**src/hw/pmucr_params.svh**
```systemverilog
// constants for the clock, dimming and regulator register bank
// What this block does
// - dimming field bits 4:3 selects four frequencies
// - clock output held low when disabled
// - enable forces oscillator on, output toggles
// - output toggles only while regulator one on
// - divider bits 1:0 give 1,2,4,8 division
// - five-bit read-only led current, default 01000
// - power good sets at 95%, clears 90%
// - power good flags bits 5,4 are live
// - regulator enables bits 1,0, reset zero
// - defaults loaded from otp at lockout release
// - lockout or bus stop resets serial interface
`ifndef PMUCR_PARAMS_SVH
`define PMUCR_PARAMS_SVH

`define PMUCR_ADDR_CTL 8'h03
`define PMUCR_ADDR_LED 8'h04
`define PMUCR_ADDR_REG 8'h05

`define PMUCR_DIM_LSB 3
`define PMUCR_DIM_MSB 4
`define PMUCR_CLKEN_BIT 2
`define PMUCR_DIV_LSB 0
`define PMUCR_DIV_MSB 1
`define PMUCR_LED_LSB 0
`define PMUCR_LED_MSB 4
`define PMUCR_PG2_BIT 5
`define PMUCR_PG1_BIT 4
`define PMUCR_EN2_BIT 1
`define PMUCR_EN1_BIT 0

`define PMUCR_DIM_RST 2'h3
`define PMUCR_CLKEN_RST 1'h0
`define PMUCR_DIV_RST 2'h0
`define PMUCR_DIV_BYPASS 2'h0
`define PMUCR_LED_RST 5'h08
`define PMUCR_EN_RST 2'h0

`define PMUCR_CLK_HZ 250000000
`define PMUCR_DIM_BASE_HZ 23500
`define PMUCR_DIM_BASE_CYC (`PMUCR_CLK_HZ / `PMUCR_DIM_BASE_HZ)
`define PMUCR_DIM_CNT_W 17

`endif

```
**src/hw/pmucr_pkg.sv**
```systemverilog
// types used by the register bank for address decode and read data
package pmucr_pkg;
  typedef logic [7:0] pmucr_byte_t;
  typedef enum {
    PMUCR_SEL_CTL,
    PMUCR_SEL_LED,
    PMUCR_SEL_REG,
    PMUCR_SEL_NONE
  } pmucr_regsel_t;
endpackage

```
**src/hw/pmucr_gen_if.sv**
```systemverilog
// control and output wires between bank and generators
`timescale 1ns/10ps
interface pmucr_gen_if;
  logic clk_en;
  logic reg_one_on;
  logic [1:0] div_sel;
  logic [1:0] dim_sel;
  logic clk_pin;
  logic dim_pwm;
  modport bank (
    output clk_en,
    output reg_one_on,
    output div_sel,
    output dim_sel,
    input clk_pin,
    input dim_pwm
  );
  modport clkgen (
    input clk_en,
    input reg_one_on,
    input div_sel,
    output clk_pin
  );
  modport dimgen (
    input dim_sel,
    output dim_pwm
  );
endinterface

```
**src/hw/pmucr_clock_output_pin.sv**
```systemverilog
// divided oscillator clock output
`timescale 1ns/10ps
`include "pmucr_params.svh"
module pmucr_clock_output_pin (
  input wire logic clk_sys,
  input wire logic rst,
  input wire logic osc_pin,
  pmucr_gen_if.clkgen gen
);
  logic osc_s1_q;
  logic osc_s2_q;
  logic osc_prev_q;
  logic [1:0] edge_cnt_q;
  logic out_q;
  logic run;
  logic rise;

  // oscillator rising edges per half period, minus one
  function automatic logic [1:0] last_edge(input logic [1:0] sel);
    case (sel)
      2'h2: last_edge = 2'h1;
      2'h3: last_edge = 2'h3;
      default: last_edge = 2'h0;
    endcase
  endfunction

  assign run = gen.clk_en & gen.reg_one_on;
  assign rise = osc_s2_q & ~osc_prev_q;
  assign gen.clk_pin = out_q;

  always_ff @(posedge clk_sys)
  begin
    osc_s1_q <= osc_pin;
    osc_s2_q <= osc_s1_q;
    osc_prev_q <= osc_s2_q;
  end

  // out_q is the pin; it parks low so the pin never glitches
  always_ff @(posedge clk_sys)
  begin
    if (rst || !run)
    begin
      edge_cnt_q <= 2'h0;
      out_q <= 1'b0;
    end
    else if (gen.div_sel == `PMUCR_DIV_BYPASS)
    begin
      edge_cnt_q <= 2'h0;
      out_q <= osc_s2_q;
    end
    else if (rise)
    begin
      if (edge_cnt_q == last_edge(gen.div_sel))
      begin
        edge_cnt_q <= 2'h0;
        out_q <= ~out_q;
      end
      else
      begin
        edge_cnt_q <= edge_cnt_q + 2'h1;
      end
    end
  end
endmodule

```
**src/hw/pmucr_dimgen.sv**
```systemverilog
// dimming pwm frequency generator
`timescale 1ns/10ps
`include "pmucr_params.svh"
module pmucr_dimgen #(
  parameter int BASE_CYCLES = `PMUCR_DIM_BASE_CYC,
  parameter int CNT_W = `PMUCR_DIM_CNT_W
) (
  input wire logic clk_sys,
  input wire logic rst,
  pmucr_gen_if.dimgen gen
);
  logic [CNT_W-1:0] cnt_q;
  logic [CNT_W-1:0] half;
  logic pwm_q;

  // each step of the field halves the frequency
  assign half = CNT_W'(BASE_CYCLES / 2) << gen.dim_sel;
  assign gen.dim_pwm = pwm_q;

  always_ff @(posedge clk_sys)
  begin
    if (rst)
    begin
      cnt_q <= '0;
      pwm_q <= 1'b0;
    end
    else if (cnt_q >= half - CNT_W'(1))
    begin
      cnt_q <= '0;
      pwm_q <= ~pwm_q;
    end
    else
    begin
      cnt_q <= cnt_q + CNT_W'(1);
    end
  end
endmodule

```
**src/hw/pmucr_top.sv**
```systemverilog
// clock, dimming and regulator control register bank
`timescale 1ns/10ps
`include "pmucr_params.svh"
module pmucr_top #(
  parameter int DIM_BASE_CYCLES = `PMUCR_DIM_BASE_CYC
) (
  input wire logic clk_sys,
  input wire logic rst,
  input wire logic undervoltage_lockout_pin,
  input wire logic bus_stop,
  input wire logic [7:0] reg_addr,
  input wire logic [7:0] reg_wdata,
  input wire logic reg_wr,
  input wire logic reg_rd,
  output logic [7:0] reg_rdata_q,
  output logic reg_rvalid_q,
  input wire logic [7:0] otp_ctl,
  input wire logic [4:0] otp_led,
  input wire logic [1:0] otp_reg_en,
  input wire logic osc_pin,
  input wire logic reg_one_above_pin,
  input wire logic reg_one_below_pin,
  input wire logic reg_two_above_pin,
  input wire logic reg_two_below_pin,
  output logic clock_output_pin_q,
  output logic dim_pwm_q,
  output logic osc_force_on_q,
  output logic reg_one_enable_q,
  output logic reg_two_enable_q,
  output logic reg_one_power_good_q,
  output logic reg_two_power_good_q,
  output logic serial_if_reset_q
);
  pmucr_gen_if gen ();

  // async levels: lockout, above 95% pair, below 90% pair
  logic [4:0] sync1_q;
  logic [4:0] sync2_q;
  logic undervoltage_lockout_s;
  logic undervoltage_lockout_prev_q;
  logic load;
  logic wr_ok;
  logic [1:0] above_s;
  logic [1:0] below_s;

  logic [1:0] dim_sel_q;
  logic clk_en_q;
  logic [1:0] div_sel_q;
  logic [4:0] led_level_q;
  logic [1:0] reg_en_q;
  logic [1:0] reg_en_d;
  logic [1:0] pgood_q;
  pmucr_pkg::pmucr_byte_t rdata_d;

  function automatic pmucr_pkg::pmucr_regsel_t decode(input logic [7:0] a);
    if (a == `PMUCR_ADDR_CTL)
      decode = pmucr_pkg::PMUCR_SEL_CTL;
    else if (a == `PMUCR_ADDR_LED)
      decode = pmucr_pkg::PMUCR_SEL_LED;
    else if (a == `PMUCR_ADDR_REG)
      decode = pmucr_pkg::PMUCR_SEL_REG;
    else
      decode = pmucr_pkg::PMUCR_SEL_NONE;
  endfunction

  always_ff @(posedge clk_sys)
  begin
    sync1_q <= {reg_two_below_pin, reg_two_above_pin,
                reg_one_below_pin, reg_one_above_pin, undervoltage_lockout_pin};
    sync2_q <= sync1_q;
  end

  assign undervoltage_lockout_s = sync2_q[0];
  assign above_s = {sync2_q[3], sync2_q[1]};
  assign below_s = {sync2_q[4], sync2_q[2]};

  always_ff @(posedge clk_sys)
  begin
    if (rst)
      undervoltage_lockout_prev_q <= 1'b1;
    else
      undervoltage_lockout_prev_q <= undervoltage_lockout_s;
  end

  // load fires once, on the cycle the lockout lets go
  assign load = undervoltage_lockout_prev_q & ~undervoltage_lockout_s;
  // writes during lockout or the load cycle are dropped
  assign wr_ok = reg_wr & ~undervoltage_lockout_s & ~load;

  always_ff @(posedge clk_sys)
  begin
    if (rst)
      serial_if_reset_q <= 1'b1;
    else
      serial_if_reset_q <= undervoltage_lockout_s | bus_stop;
  end

  // control register: dimming frequency, clock enable, divider
  always_ff @(posedge clk_sys)
  begin
    if (rst || undervoltage_lockout_s)
    begin
      dim_sel_q <= `PMUCR_DIM_RST;
      clk_en_q <= `PMUCR_CLKEN_RST;
      div_sel_q <= `PMUCR_DIV_RST;
    end
    else if (load)
    begin
      dim_sel_q <= otp_ctl[`PMUCR_DIM_MSB:`PMUCR_DIM_LSB];
      clk_en_q <= otp_ctl[`PMUCR_CLKEN_BIT];
      div_sel_q <= otp_ctl[`PMUCR_DIV_MSB:`PMUCR_DIV_LSB];
    end
    else if (wr_ok && decode(reg_addr) == pmucr_pkg::PMUCR_SEL_CTL)
    begin
      dim_sel_q <= reg_wdata[`PMUCR_DIM_MSB:`PMUCR_DIM_LSB];
      clk_en_q <= reg_wdata[`PMUCR_CLKEN_BIT];
      div_sel_q <= reg_wdata[`PMUCR_DIV_MSB:`PMUCR_DIV_LSB];
    end
  end

  // led current: only the otp load and the reset or lockout default change it
  always_ff @(posedge clk_sys)
  begin
    if (rst || undervoltage_lockout_s)
      led_level_q <= `PMUCR_LED_RST;
    else if (load)
      led_level_q <= otp_led;
  end

  // regulator enables, bit 0 regulator one, bit 1 regulator two
  // next value also clears power good, so no read sees a stale flag
  always_comb
  begin
    reg_en_d = reg_en_q;
    if (rst || undervoltage_lockout_s)
      reg_en_d = `PMUCR_EN_RST;
    else if (load)
      reg_en_d = otp_reg_en;
    else if (wr_ok && decode(reg_addr) == pmucr_pkg::PMUCR_SEL_REG)
      reg_en_d = {reg_wdata[`PMUCR_EN2_BIT],
                  reg_wdata[`PMUCR_EN1_BIT]};
  end

  always_ff @(posedge clk_sys)
  begin
    reg_en_q <= reg_en_d;
  end

  // power good with hysteresis; mid-band keeps the old flag
  genvar gi;
  generate
    for (gi = 0; gi < 2; gi++)
    begin : g_pgood
      always_ff @(posedge clk_sys)
      begin
        if (rst || !reg_en_d[gi])
          pgood_q[gi] <= 1'b0;
        else if (above_s[gi])
          pgood_q[gi] <= 1'b1;
        else if (below_s[gi])
          pgood_q[gi] <= 1'b0;
      end
    end
  endgenerate

  // read mux; spare bits and unmapped addresses read zero
  always_comb
  begin
    rdata_d = 8'h00;
    case (decode(reg_addr))
      pmucr_pkg::PMUCR_SEL_CTL:
      begin
        rdata_d[`PMUCR_DIM_MSB:`PMUCR_DIM_LSB] = dim_sel_q;
        rdata_d[`PMUCR_CLKEN_BIT] = clk_en_q;
        rdata_d[`PMUCR_DIV_MSB:`PMUCR_DIV_LSB] = div_sel_q;
      end
      pmucr_pkg::PMUCR_SEL_LED:
        rdata_d[`PMUCR_LED_MSB:`PMUCR_LED_LSB] = led_level_q;
      pmucr_pkg::PMUCR_SEL_REG:
      begin
        rdata_d[`PMUCR_PG2_BIT] = pgood_q[1];
        rdata_d[`PMUCR_PG1_BIT] = pgood_q[0];
        rdata_d[`PMUCR_EN2_BIT] = reg_en_q[1];
        rdata_d[`PMUCR_EN1_BIT] = reg_en_q[0];
      end
      default: rdata_d = 8'h00;
    endcase
  end

  always_ff @(posedge clk_sys)
  begin
    if (rst)
    begin
      reg_rdata_q <= 8'h00;
      reg_rvalid_q <= 1'b0;
    end
    else
    begin
      reg_rvalid_q <= reg_rd;
      if (reg_rd)
        reg_rdata_q <= rdata_d;
    end
  end

  assign gen.clk_en = clk_en_q;
  assign gen.reg_one_on = reg_en_q[0];
  assign gen.div_sel = div_sel_q;
  assign gen.dim_sel = dim_sel_q;

  pmucr_clock_output_pin u_clock_output_pin (
    .clk_sys(clk_sys),
    .rst(rst),
    .osc_pin(osc_pin),
    .gen(gen.clkgen)
  );

  pmucr_dimgen #(
    .BASE_CYCLES(DIM_BASE_CYCLES),
    .CNT_W(`PMUCR_DIM_CNT_W)
  ) u_dimgen (
    .clk_sys(clk_sys),
    .rst(rst),
    .gen(gen.dimgen)
  );

  // oscillator runs on the enable alone, not on regulator one
  assign osc_force_on_q = clk_en_q;
  assign clock_output_pin_q = gen.clk_pin;
  assign dim_pwm_q = gen.dim_pwm;
  assign reg_one_enable_q = reg_en_q[0];
  assign reg_two_enable_q = reg_en_q[1];
  assign reg_one_power_good_q = pgood_q[0];
  assign reg_two_power_good_q = pgood_q[1];
endmodule

```
**config.mk**
```make
export PLATFORM = sky130hd
export DESIGN_NAME = pmucr_top
export DESIGN_NICKNAME = d
export VERILOG_FILES = /design/src/hw/pmucr_pkg.sv /design/src/hw/pmucr_gen_if.sv /design/src/hw/pmucr_clock_output_pin.sv /design/src/hw/pmucr_dimgen.sv /design/src/hw/pmucr_top.sv
export VERILOG_INCLUDE_DIRS = /design/src /design/src/hw
export SDC_FILE = /design/constraint.sdc
export NUM_CORES = 1
export LEC_CHECK = 0
export BUFFER_PORTS_ARGS = -buffer_cell sky130_fd_sc_hd__buf_2
export CELL_PAD_IN_SITES_DETAIL_PLACEMENT = 1
export CELL_PAD_IN_SITES_GLOBAL_PLACEMENT = 1
export CORE_MARGIN = 8
export CORE_UTILIZATION = 38
export CTS_BUF_LIST = sky130_fd_sc_hd__clkbuf_8
export DETAILED_ROUTE_END_ITERATION = 10
export GPL_TIMING_DRIVEN = 0
export PLACE_DENSITY_LB_ADDON = 0.15
export SETUP_SLACK_MARGIN = 0.3
export SYNTH_ARGS = -nofsm -noshare
export SYNTH_HDL_FRONTEND = slang
export SYNTH_SLANG_ARGS = --single-unit
```
**constraint.sdc**
```tcl
create_clock -name clk_sys -period 2.5 [get_ports clk_sys]
set_input_delay 0.25 -clock clk_sys [delete_from_list [all_inputs] [get_ports clk_sys]]
set_output_delay 0.25 -clock clk_sys [all_outputs]
set_load 0.03 [all_outputs]
```
==> flow_summary.json, run 1 <==
{
  "regToRegSetupSlack_ns": 0.21,
  "hp-class": "input port to flop",
  "rsz0062_at_grt": "yes",
  "crit_slowest_cell": "nor4b_2",
  "r2r-start": "dim_sel_q[1]",
  "grt_pass1_vias": 2482,
  "rr_worst_depth": 11,
  "synth-async-reset-ratio": 0,
  "pwr_density_cell_nw_per_um2": 577,
  "nNetsFinal": 435,
  "dr.first_iter.drc_count": 75,
  "synth-main-ff-cell": "dfxtp_1",
  "path_buf_inv": 3,
  "fin_tns_setup_ns": 0,
  "syn_to_final_growth_pct": 36.9,
  "gr-total-overflow": 0,
  "ir_drop_mv": 0.284,
  "io_buffer_count": 47,
  "io_pins": 59,
  "maxSlewViolCount": 0,
  "clkSlewWorstSetupHoldPaths_ns": 0.06,
  "drv_cap": 0,
  "power.total_w": 0.00212,
  "wl_per_cell_um": 16.6,
  "wl_mm": 7.79,
  "clock_latency_ns": 0.34,
  "cts_tree": "built",
  "slew_headroom": 0.594,
  "drive_gt1_frac": 0.319,
  "finalHoldViolCount": 0,
  "clock-skew-final_ns": 0.00786,
  "hp-start": "bus_stop",
  "synth_top_area_share": 0.425,
  "crit_required_ns": 2.73,
  "ys_top_cells_by_area": "dfxtp_1 (42%), ha_1 (12%), nor2_1 (5.5%)",
  "fmax_mhz": 436,
  "syn-mean-instance-area_um2": 9.20,
  "dp_hpwl_mm": 5.25,
  "outcome": "completed",
  "ys_top_cells_by_count": "dfxtp_1 (57), nor2_1 (39), ha_1 (25), nand2_1 (23), inv_1 (17)",
  "core_um2": 6830,
  "clock_sinks": 57,
  "cts-root-buf": "clkbuf_8",
  "syn-cell-area_um2": 2690,
  "ys_seq_area_frac": 0.425,
  "tightest_slew_ns": 0.609,
  "min_to": "serial_if_reset_q",
  "yosysWarningCount": 0,
  "cp_cell_sequence": "buf_6, ha_4, nor2_4, ha_4, nand4_1, nor4b_2, o21bai_2, nand4_1, buf_6, buf_12, nor2_1",
  "die_w_um": 100,
  "die-area_um2": 10000,
  "vias": 2356,
  "p_leak_nw": 1.56,
  "worstSetupStartpointType": "flop",
  "vias_per_cell": 5.02,
  "initial_utilization": 0.393,
  "grt_pass1_wl_mm": 12.0,
  "ant_nets": 0,
  "synth_edf_count": 0,
  "cts_buffers": 9,
  "synth-seq-cells": 57,
  "fin_ws_ns": 0.209,
  "holdPathStages": 2,
  "crit_family": "simple AND/OR/NAND/NOR gates",
  "layout_worst_path_cycle_share": 0.916,
  "route.detailed.drc": 0,
  "yosysMostFrequentCell": "dfxtp_1",
  "slowest_delay_ns": 0.39,
  "post-place-ws_ns": -0.217,
  "htreeDepth": 3,
  "grt_usage": 0.152,
  "place_congestion": 0.826,
  "crit_type": "flop to flop",
  "synthCells": 292,
  "path_max_fanout": 7,
  "num_antenna_cells": 0,
  "cts_max_path_buffers": 2,
  "min_period_ns": 2.29,
  "antenna_found_initial": 0,
  "worstReg2RegEnd": "u_dimgen.cnt_q[16]",
  "rows": 30,
  "grt_max_degree": 11,
  "ys_types": 43,
  "cp-end-kind": "flop",
  "synth_top_cell_by_area": "dfxtp_1",
  "num-fill-cells": 789,
  "finalSetupViolCount": 0,
  "first_pass_iters": 4,
  "cp.arrival_ns": 2.52,
  "die_h_um": 100
}
[registers in the layout, summed over array words and instances (netlist names)]
name / count
reg_one_power_good_q: 1
u_clock_output_pin.edge_cnt_q: 2
u_clock_output_pin.osc_s2_q: 1
dim_sel_q: 2
u_clock_output_pin.gen.clk_pin: 1
serial_if_reset_q: 1
sync1_q: 5
sync2_q: 5
led_level_q: 5
u_dimgen.cnt_q: 17
osc_force_on_q: 1
div_sel_q: 2
reg_two_power_good_q: 1
u_dimgen.gen.dim_pwm: 1
reg_rvalid_q: 1
reg_rdata_q: 6
undervoltage_lockout_prev_q: 1
reg_en_q: 2
u_clock_output_pin.osc_s1_q: 1
u_clock_output_pin.osc_prev_q: 1
[what timing repair did]
item                                    4_1_cts  5_1_grt
gates cloned                                  1        0
pin swaps                                     6       14
endpoints found under the setup margin       18       18
buffers inserted                              5        5
hold endpoints to repair                      6        0
hold buffers                                  6        0
resized for setup                            14       38
[per-stage QoR]
| stage | area, um^2 | std cells | hold slack, ns | util |
|---|---|---|---|---|
| global route | 3680 | 469 | 0.153 | 0.538 |
| floorplan | 2710 | 293 | 0.278 | - |
| detailed placement | 3060 | 436 | 0.314 | 0.448 |
| global placement | 3060 | 436 | 0.312 | 0.448 |
| CTS | 3450 | 464 | 0.134 | 0.505 |
| finish | 3680 | 469 | 0.134 | 0.538 |
[layer usage]
| metal | track usage | wire length [um] |
|---|---|---|
| met5 | 0 | 0 |
| met4 | 0.0802 | 132 |
| met3 | 0.0422 | 329 |
| met2 | 0.243 | 3700 |
| met1 | 0.182 | 3630 |
[cells by family after synthesis]
| group | Yosys count | share of synthesized area |
|---|---|---|
| AND/OR/NAND/NOR | 108 | 0.197 |
| flip-flops | 57 | 0.425 |
| AO/OA/AOI/OAI | 43 | 0.110 |
| buffers and inverters | 26 | 0.0401 |
| adder cells (fa/ha/maj) | 25 | 0.116 |
| XOR/XNOR | 17 | 0.0555 |
| multiplexers | 14 | 0.0531 |
| other | 2 | 0.00280 |
[worst max-delay path by stage]
| stage | startpoint | depth (start not counted) | to | slack (ns) |
|---|---|---|---|---|
| after detailed placement | dim_sel_q[0] | 10 | u_dimgen.cnt_q[12] | -0.22 |
| after floorplan | dim_sel_q[1] | 10 | u_dimgen.cnt_q[13] | 0.30 |
| after CTS | dim_sel_q[0] | 11 | u_dimgen.cnt_q[12] | 0.30 |
| after global routing | dim_sel_q[1] | 10 | u_dimgen.cnt_q[16] | 0.16 |
| after global placement | dim_sel_q[1] | 10 | u_dimgen.cnt_q[12] | -0.16 |
| final | dim_sel_q[1] | 11 | u_dimgen.cnt_q[16] | 0.21 |
[report_power, final]
part	leakage [nW]	switching, W	total [W]	internal [W]
Clock	0.117	0.000378	0.000960	0.000583
Sequential	0.467	0.0000183	0.000951	0.000933
Combinational	0.974	0.000114	0.000210	0.0000967
[worst register-to-register path: cells and delay by family (launching register included)]
family                   cells  cell delay (ns)
AO/OA/AOI/OAI                1             0.12
flip-flops                   1             0.38
AND/OR/NAND/NOR              5             0.82
adder cells (fa/ha/maj)      2             0.42
buffers and inverters        3             0.44
[layout make-up]
type | instances | area [um^2] | share of cell area
multi-input cells | 210 | 1650 | 0.448
plain buffers | 9 | 55.1 | 0.0150
well taps | 96 | 120 | 0.0327
flip-flops and latches | 57 | 1150 | 0.312
inverters | 17 | 73.8 | 0.0201
repair buffers | 64 | 413 | 0.112
clock buffers | 10 | 138 | 0.0374
clock inverters | 6 | 82.6 | 0.0225
[cell usage in the layout (no fill, tap or decap), types with 3 or more instances in the layout]
cell type / netlist / routed
dfxtp_1: 57 / 55
buf_2: 2 / 49
nor2_1: 39 / 29
nand2_1: 23 / 23
a21oi_1: 15 / 15
ha_1: 25 / 15
inv_1: 17 / 13
mux2i_1: 12 / 12
ha_4: 0 / 10
clkbuf_8: 0 / 10
nand3_1: 9 / 9
nand4_1: 9 / 9
xor2_1: 9 / 9
xnor2_1: 8 / 8
buf_4: 2 / 8
nor2b_1: 7 / 6
o21ai_0: 7 / 6
nor2_2: 0 / 6
dlygate4sd3_1: 0 / 6
nor2_4: 1 / 5
clkbuf_1: 5 / 4
nand2b_1: 4 / 4
a211oi_1: 4 / 4
and3_1: 4 / 4
inv_2: 0 / 3
a311oi_1: 3 / 3
buf_8: 0 / 3
nor3_1: 3 / 3
conb_1: 2 / 3
(Power assumes the default switching activity.)
==> run 2: changes to the inputs <==
--- a/config.mk
+++ b/config.mk
@@ -6,6 +6,7 @@
 export SDC_FILE = /design/constraint.sdc
 export NUM_CORES = 1
 export LEC_CHECK = 0
+export ABC_CLOCK_PERIOD_IN_PS = 2500
 export BUFFER_PORTS_ARGS = -buffer_cell sky130_fd_sc_hd__buf_2
 export CELL_PAD_IN_SITES_DETAIL_PLACEMENT = 1
 export CELL_PAD_IN_SITES_GLOBAL_PLACEMENT = 1
@@ -14,6 +15,7 @@
 export CTS_BUF_LIST = sky130_fd_sc_hd__clkbuf_8
 export DETAILED_ROUTE_END_ITERATION = 10
 export GPL_TIMING_DRIVEN = 0
+export MAX_ROUTING_LAYER = met4
 export PLACE_DENSITY_LB_ADDON = 0.15
 export SETUP_SLACK_MARGIN = 0.3
 export SYNTH_ARGS = -nofsm -noshare
==> flow_summary.json, run 2 (synthesis gave the netlist of run 1 again) <==
{
  "crit_required_ns": 2.73,
  "rsz0062_at_grt": "yes",
  "vias": 2360,
  "min_period_ns": 2.27,
  "holdPathStages": 2,
  "pwr_density_cell_nw_per_um2": 577,
  "htreeDepth": 3,
  "cts_tree": "built",
  "final_common_cell": "dfxtp_1",
  "outcome": "completed",
  "maxSlewViolCount": 0,
  "grt_usage": 0.157,
  "final_cell_mix": "dfxtp_1 (55), buf_2 (49), nor2_1 (29)",
  "cts-root-buf": "clkbuf_8",
  "crit_slowest_cell": "nor4b_2",
  "initial_utilization": 0.393,
  "crit_start": "dim_sel_q[1]",
  "slew_headroom": 0.657,
  "clock_latency_ns": 0.34,
  "ir_drop_mv": 0.283,
  "route.detailed.drc": 0,
  "dp_hpwl_mm": 5.25,
  "grt_pass1_wl_mm": 11.9,
  "dp.cells": 436,
  "finalSetupViolCount": 0,
  "crit_end": "u_dimgen.cnt_q[16]",
  "clock_sinks": 57,
  "cp-end-kind": "flop",
  "cts_buffers": 9,
  "worstReg2RegEnd": "u_dimgen.cnt_q[16]",
  "antenna_found_initial": 0,
  "clock-skew-final_ns": 0.00759,
  "place_congestion": 0.839,
  "vias_per_cell": 5.03,
  "clkSlewWorstSetupHoldPaths_ns": 0.06,
  "layout_worst_path_cycle_share": 0.908,
  "syn_to_final_growth_pct": 36.9,
  "slowest_delay_ns": 0.39,
  "die_h_um": 100,
  "num_antenna_cells": 0,
  "wl_mm": 7.80,
  "die_w_um": 100,
  "cp_cell_sequence": "buf_6, ha_4, nor2_4, ha_4, nand4_1, nor4b_2, o21bai_2, nand4_1, buf_6, buf_12, nor2_1",
  "die-area_um2": 10000,
  "rr_worst_depth": 11,
  "nNetsFinal": 435,
  "ant_nets": 0,
  "drv_cap": 0,
  "path_max_fanout": 7,
  "io_buffer_count": 47,
  "cp.arrival_ns": 2.50,
  "stdcell_count": 469,
  "wl_per_cell_um": 16.6,
  "rows": 30,
  "tightest_slew_ns": 0.514,
  "fin_ws_ns": 0.229,
  "post-place-ws_ns": -0.217,
  "drive_gt1_frac": 0.319,
  "r2r-start": "dim_sel_q[1]",
  "crit_type": "flop to flop",
  "power.total_w": 0.00212,
  "finalHoldViolCount": 0,
  "gr-total-overflow": 0,
  "dr.first_iter.drc_count": 83,
  "largest_reg_flops": 17,
  "first_pass_iters": 4,
  "cts_max_path_buffers": 2,
  "core_um2": 6830,
  "grt_pass1_vias": 2481,
  "worstSetupStartpointType": "flop",
  "reg_top3": "u_dimgen.cnt_q: 17 flops, reg_rdata_q: 6 flops",
  "grt_max_degree": 11,
  "fmax_mhz": 440,
  "io_pins": 59,
  "holdWs_ns": 0.131,
  "largest_register": "u_dimgen.cnt_q",
  "p_leak_nw": 1.56,
  "regToRegSetupSlack_ns": 0.23,
  "hp-class": "input port to flop"
}
==> run 2: cell types whose count changed in the layout (fill, tap and decap cells not counted) <==
cell	before	now
clkbuf_2	0	1
nor2b_1	6	7
nor2b_2	1	0
clkbuf_1	4	3
==> run 2: per-layer routing <==
layer	global-route usage	up-vias	part of all wire
li1	-	1165	-
met1	0.185	1133	0.47
met2	0.243	49	0.47
met3	0.0388	13	0.041
met4	0.0802	0	0.017
met5	-	-	0
==> run 2: critical path, delay by kind of cell (launching register included) <==
kind,cells,cell delay [ns]
simple gates,5,0.81
buf+inv,3,0.43
flops,1,0.38
compound gates,1,0.12
fa+ha+maj,2,0.42
==> run 2: area by class of cell <==
class	count	area, um^2
plain buffers	9	56.3
clock buffers	10	138
clock inverters	6	82.6
fillers	788	3160
inverters	17	73.8
multi-input cells	210	1640
flip-flops and latches	57	1150
well taps	96	120
repair buffers	64	413
==> run 2: repair_timing <==
action | in CTS | in global routing
pin swaps | 6 | 14
gates cloned | 1 | 0
setup buffers | 5 | 5
gates resized for setup | 14 | 39
setup endpoints to repair | 18 | 19
hold buffers | 6 | 0
hold endpoints to repair | 6 | 0
==> run 2: worst min path at each step <==
stage	from	end	slack, ns
finish	bus_stop	serial_if_reset_q	0.13
global route	bus_stop	serial_if_reset_q	0.15
CTS	bus_stop	serial_if_reset_q	0.13
detailed placement	sync1_q[1]	sync2_q[1]	0.31
global placement	sync1_q[4]	sync2_q[4]	0.31
floorplan	undervoltage_lockout_pin	sync1_q[0]	0.28
==> run 2: through the flow <==
step | area, um^2 | setup TNS (ns) | util
after global placement | 3060 | -1.51 | 0.448
after global routing | 3670 | 0 | 0.538
after CTS | 3450 | 0 | 0.505
final | 3670 | 0 | 0.538
after floorplan | 2710 | 0 | -
after detailed placement | 3060 | -2.07 | 0.448
==> run 2: report_power, final <==
part           switching, W  internal [W]
Combinational      0.000114     0.0000965
Clock              0.000378      0.000582
Sequential        0.0000183      0.000933
Total              0.000510       0.00161
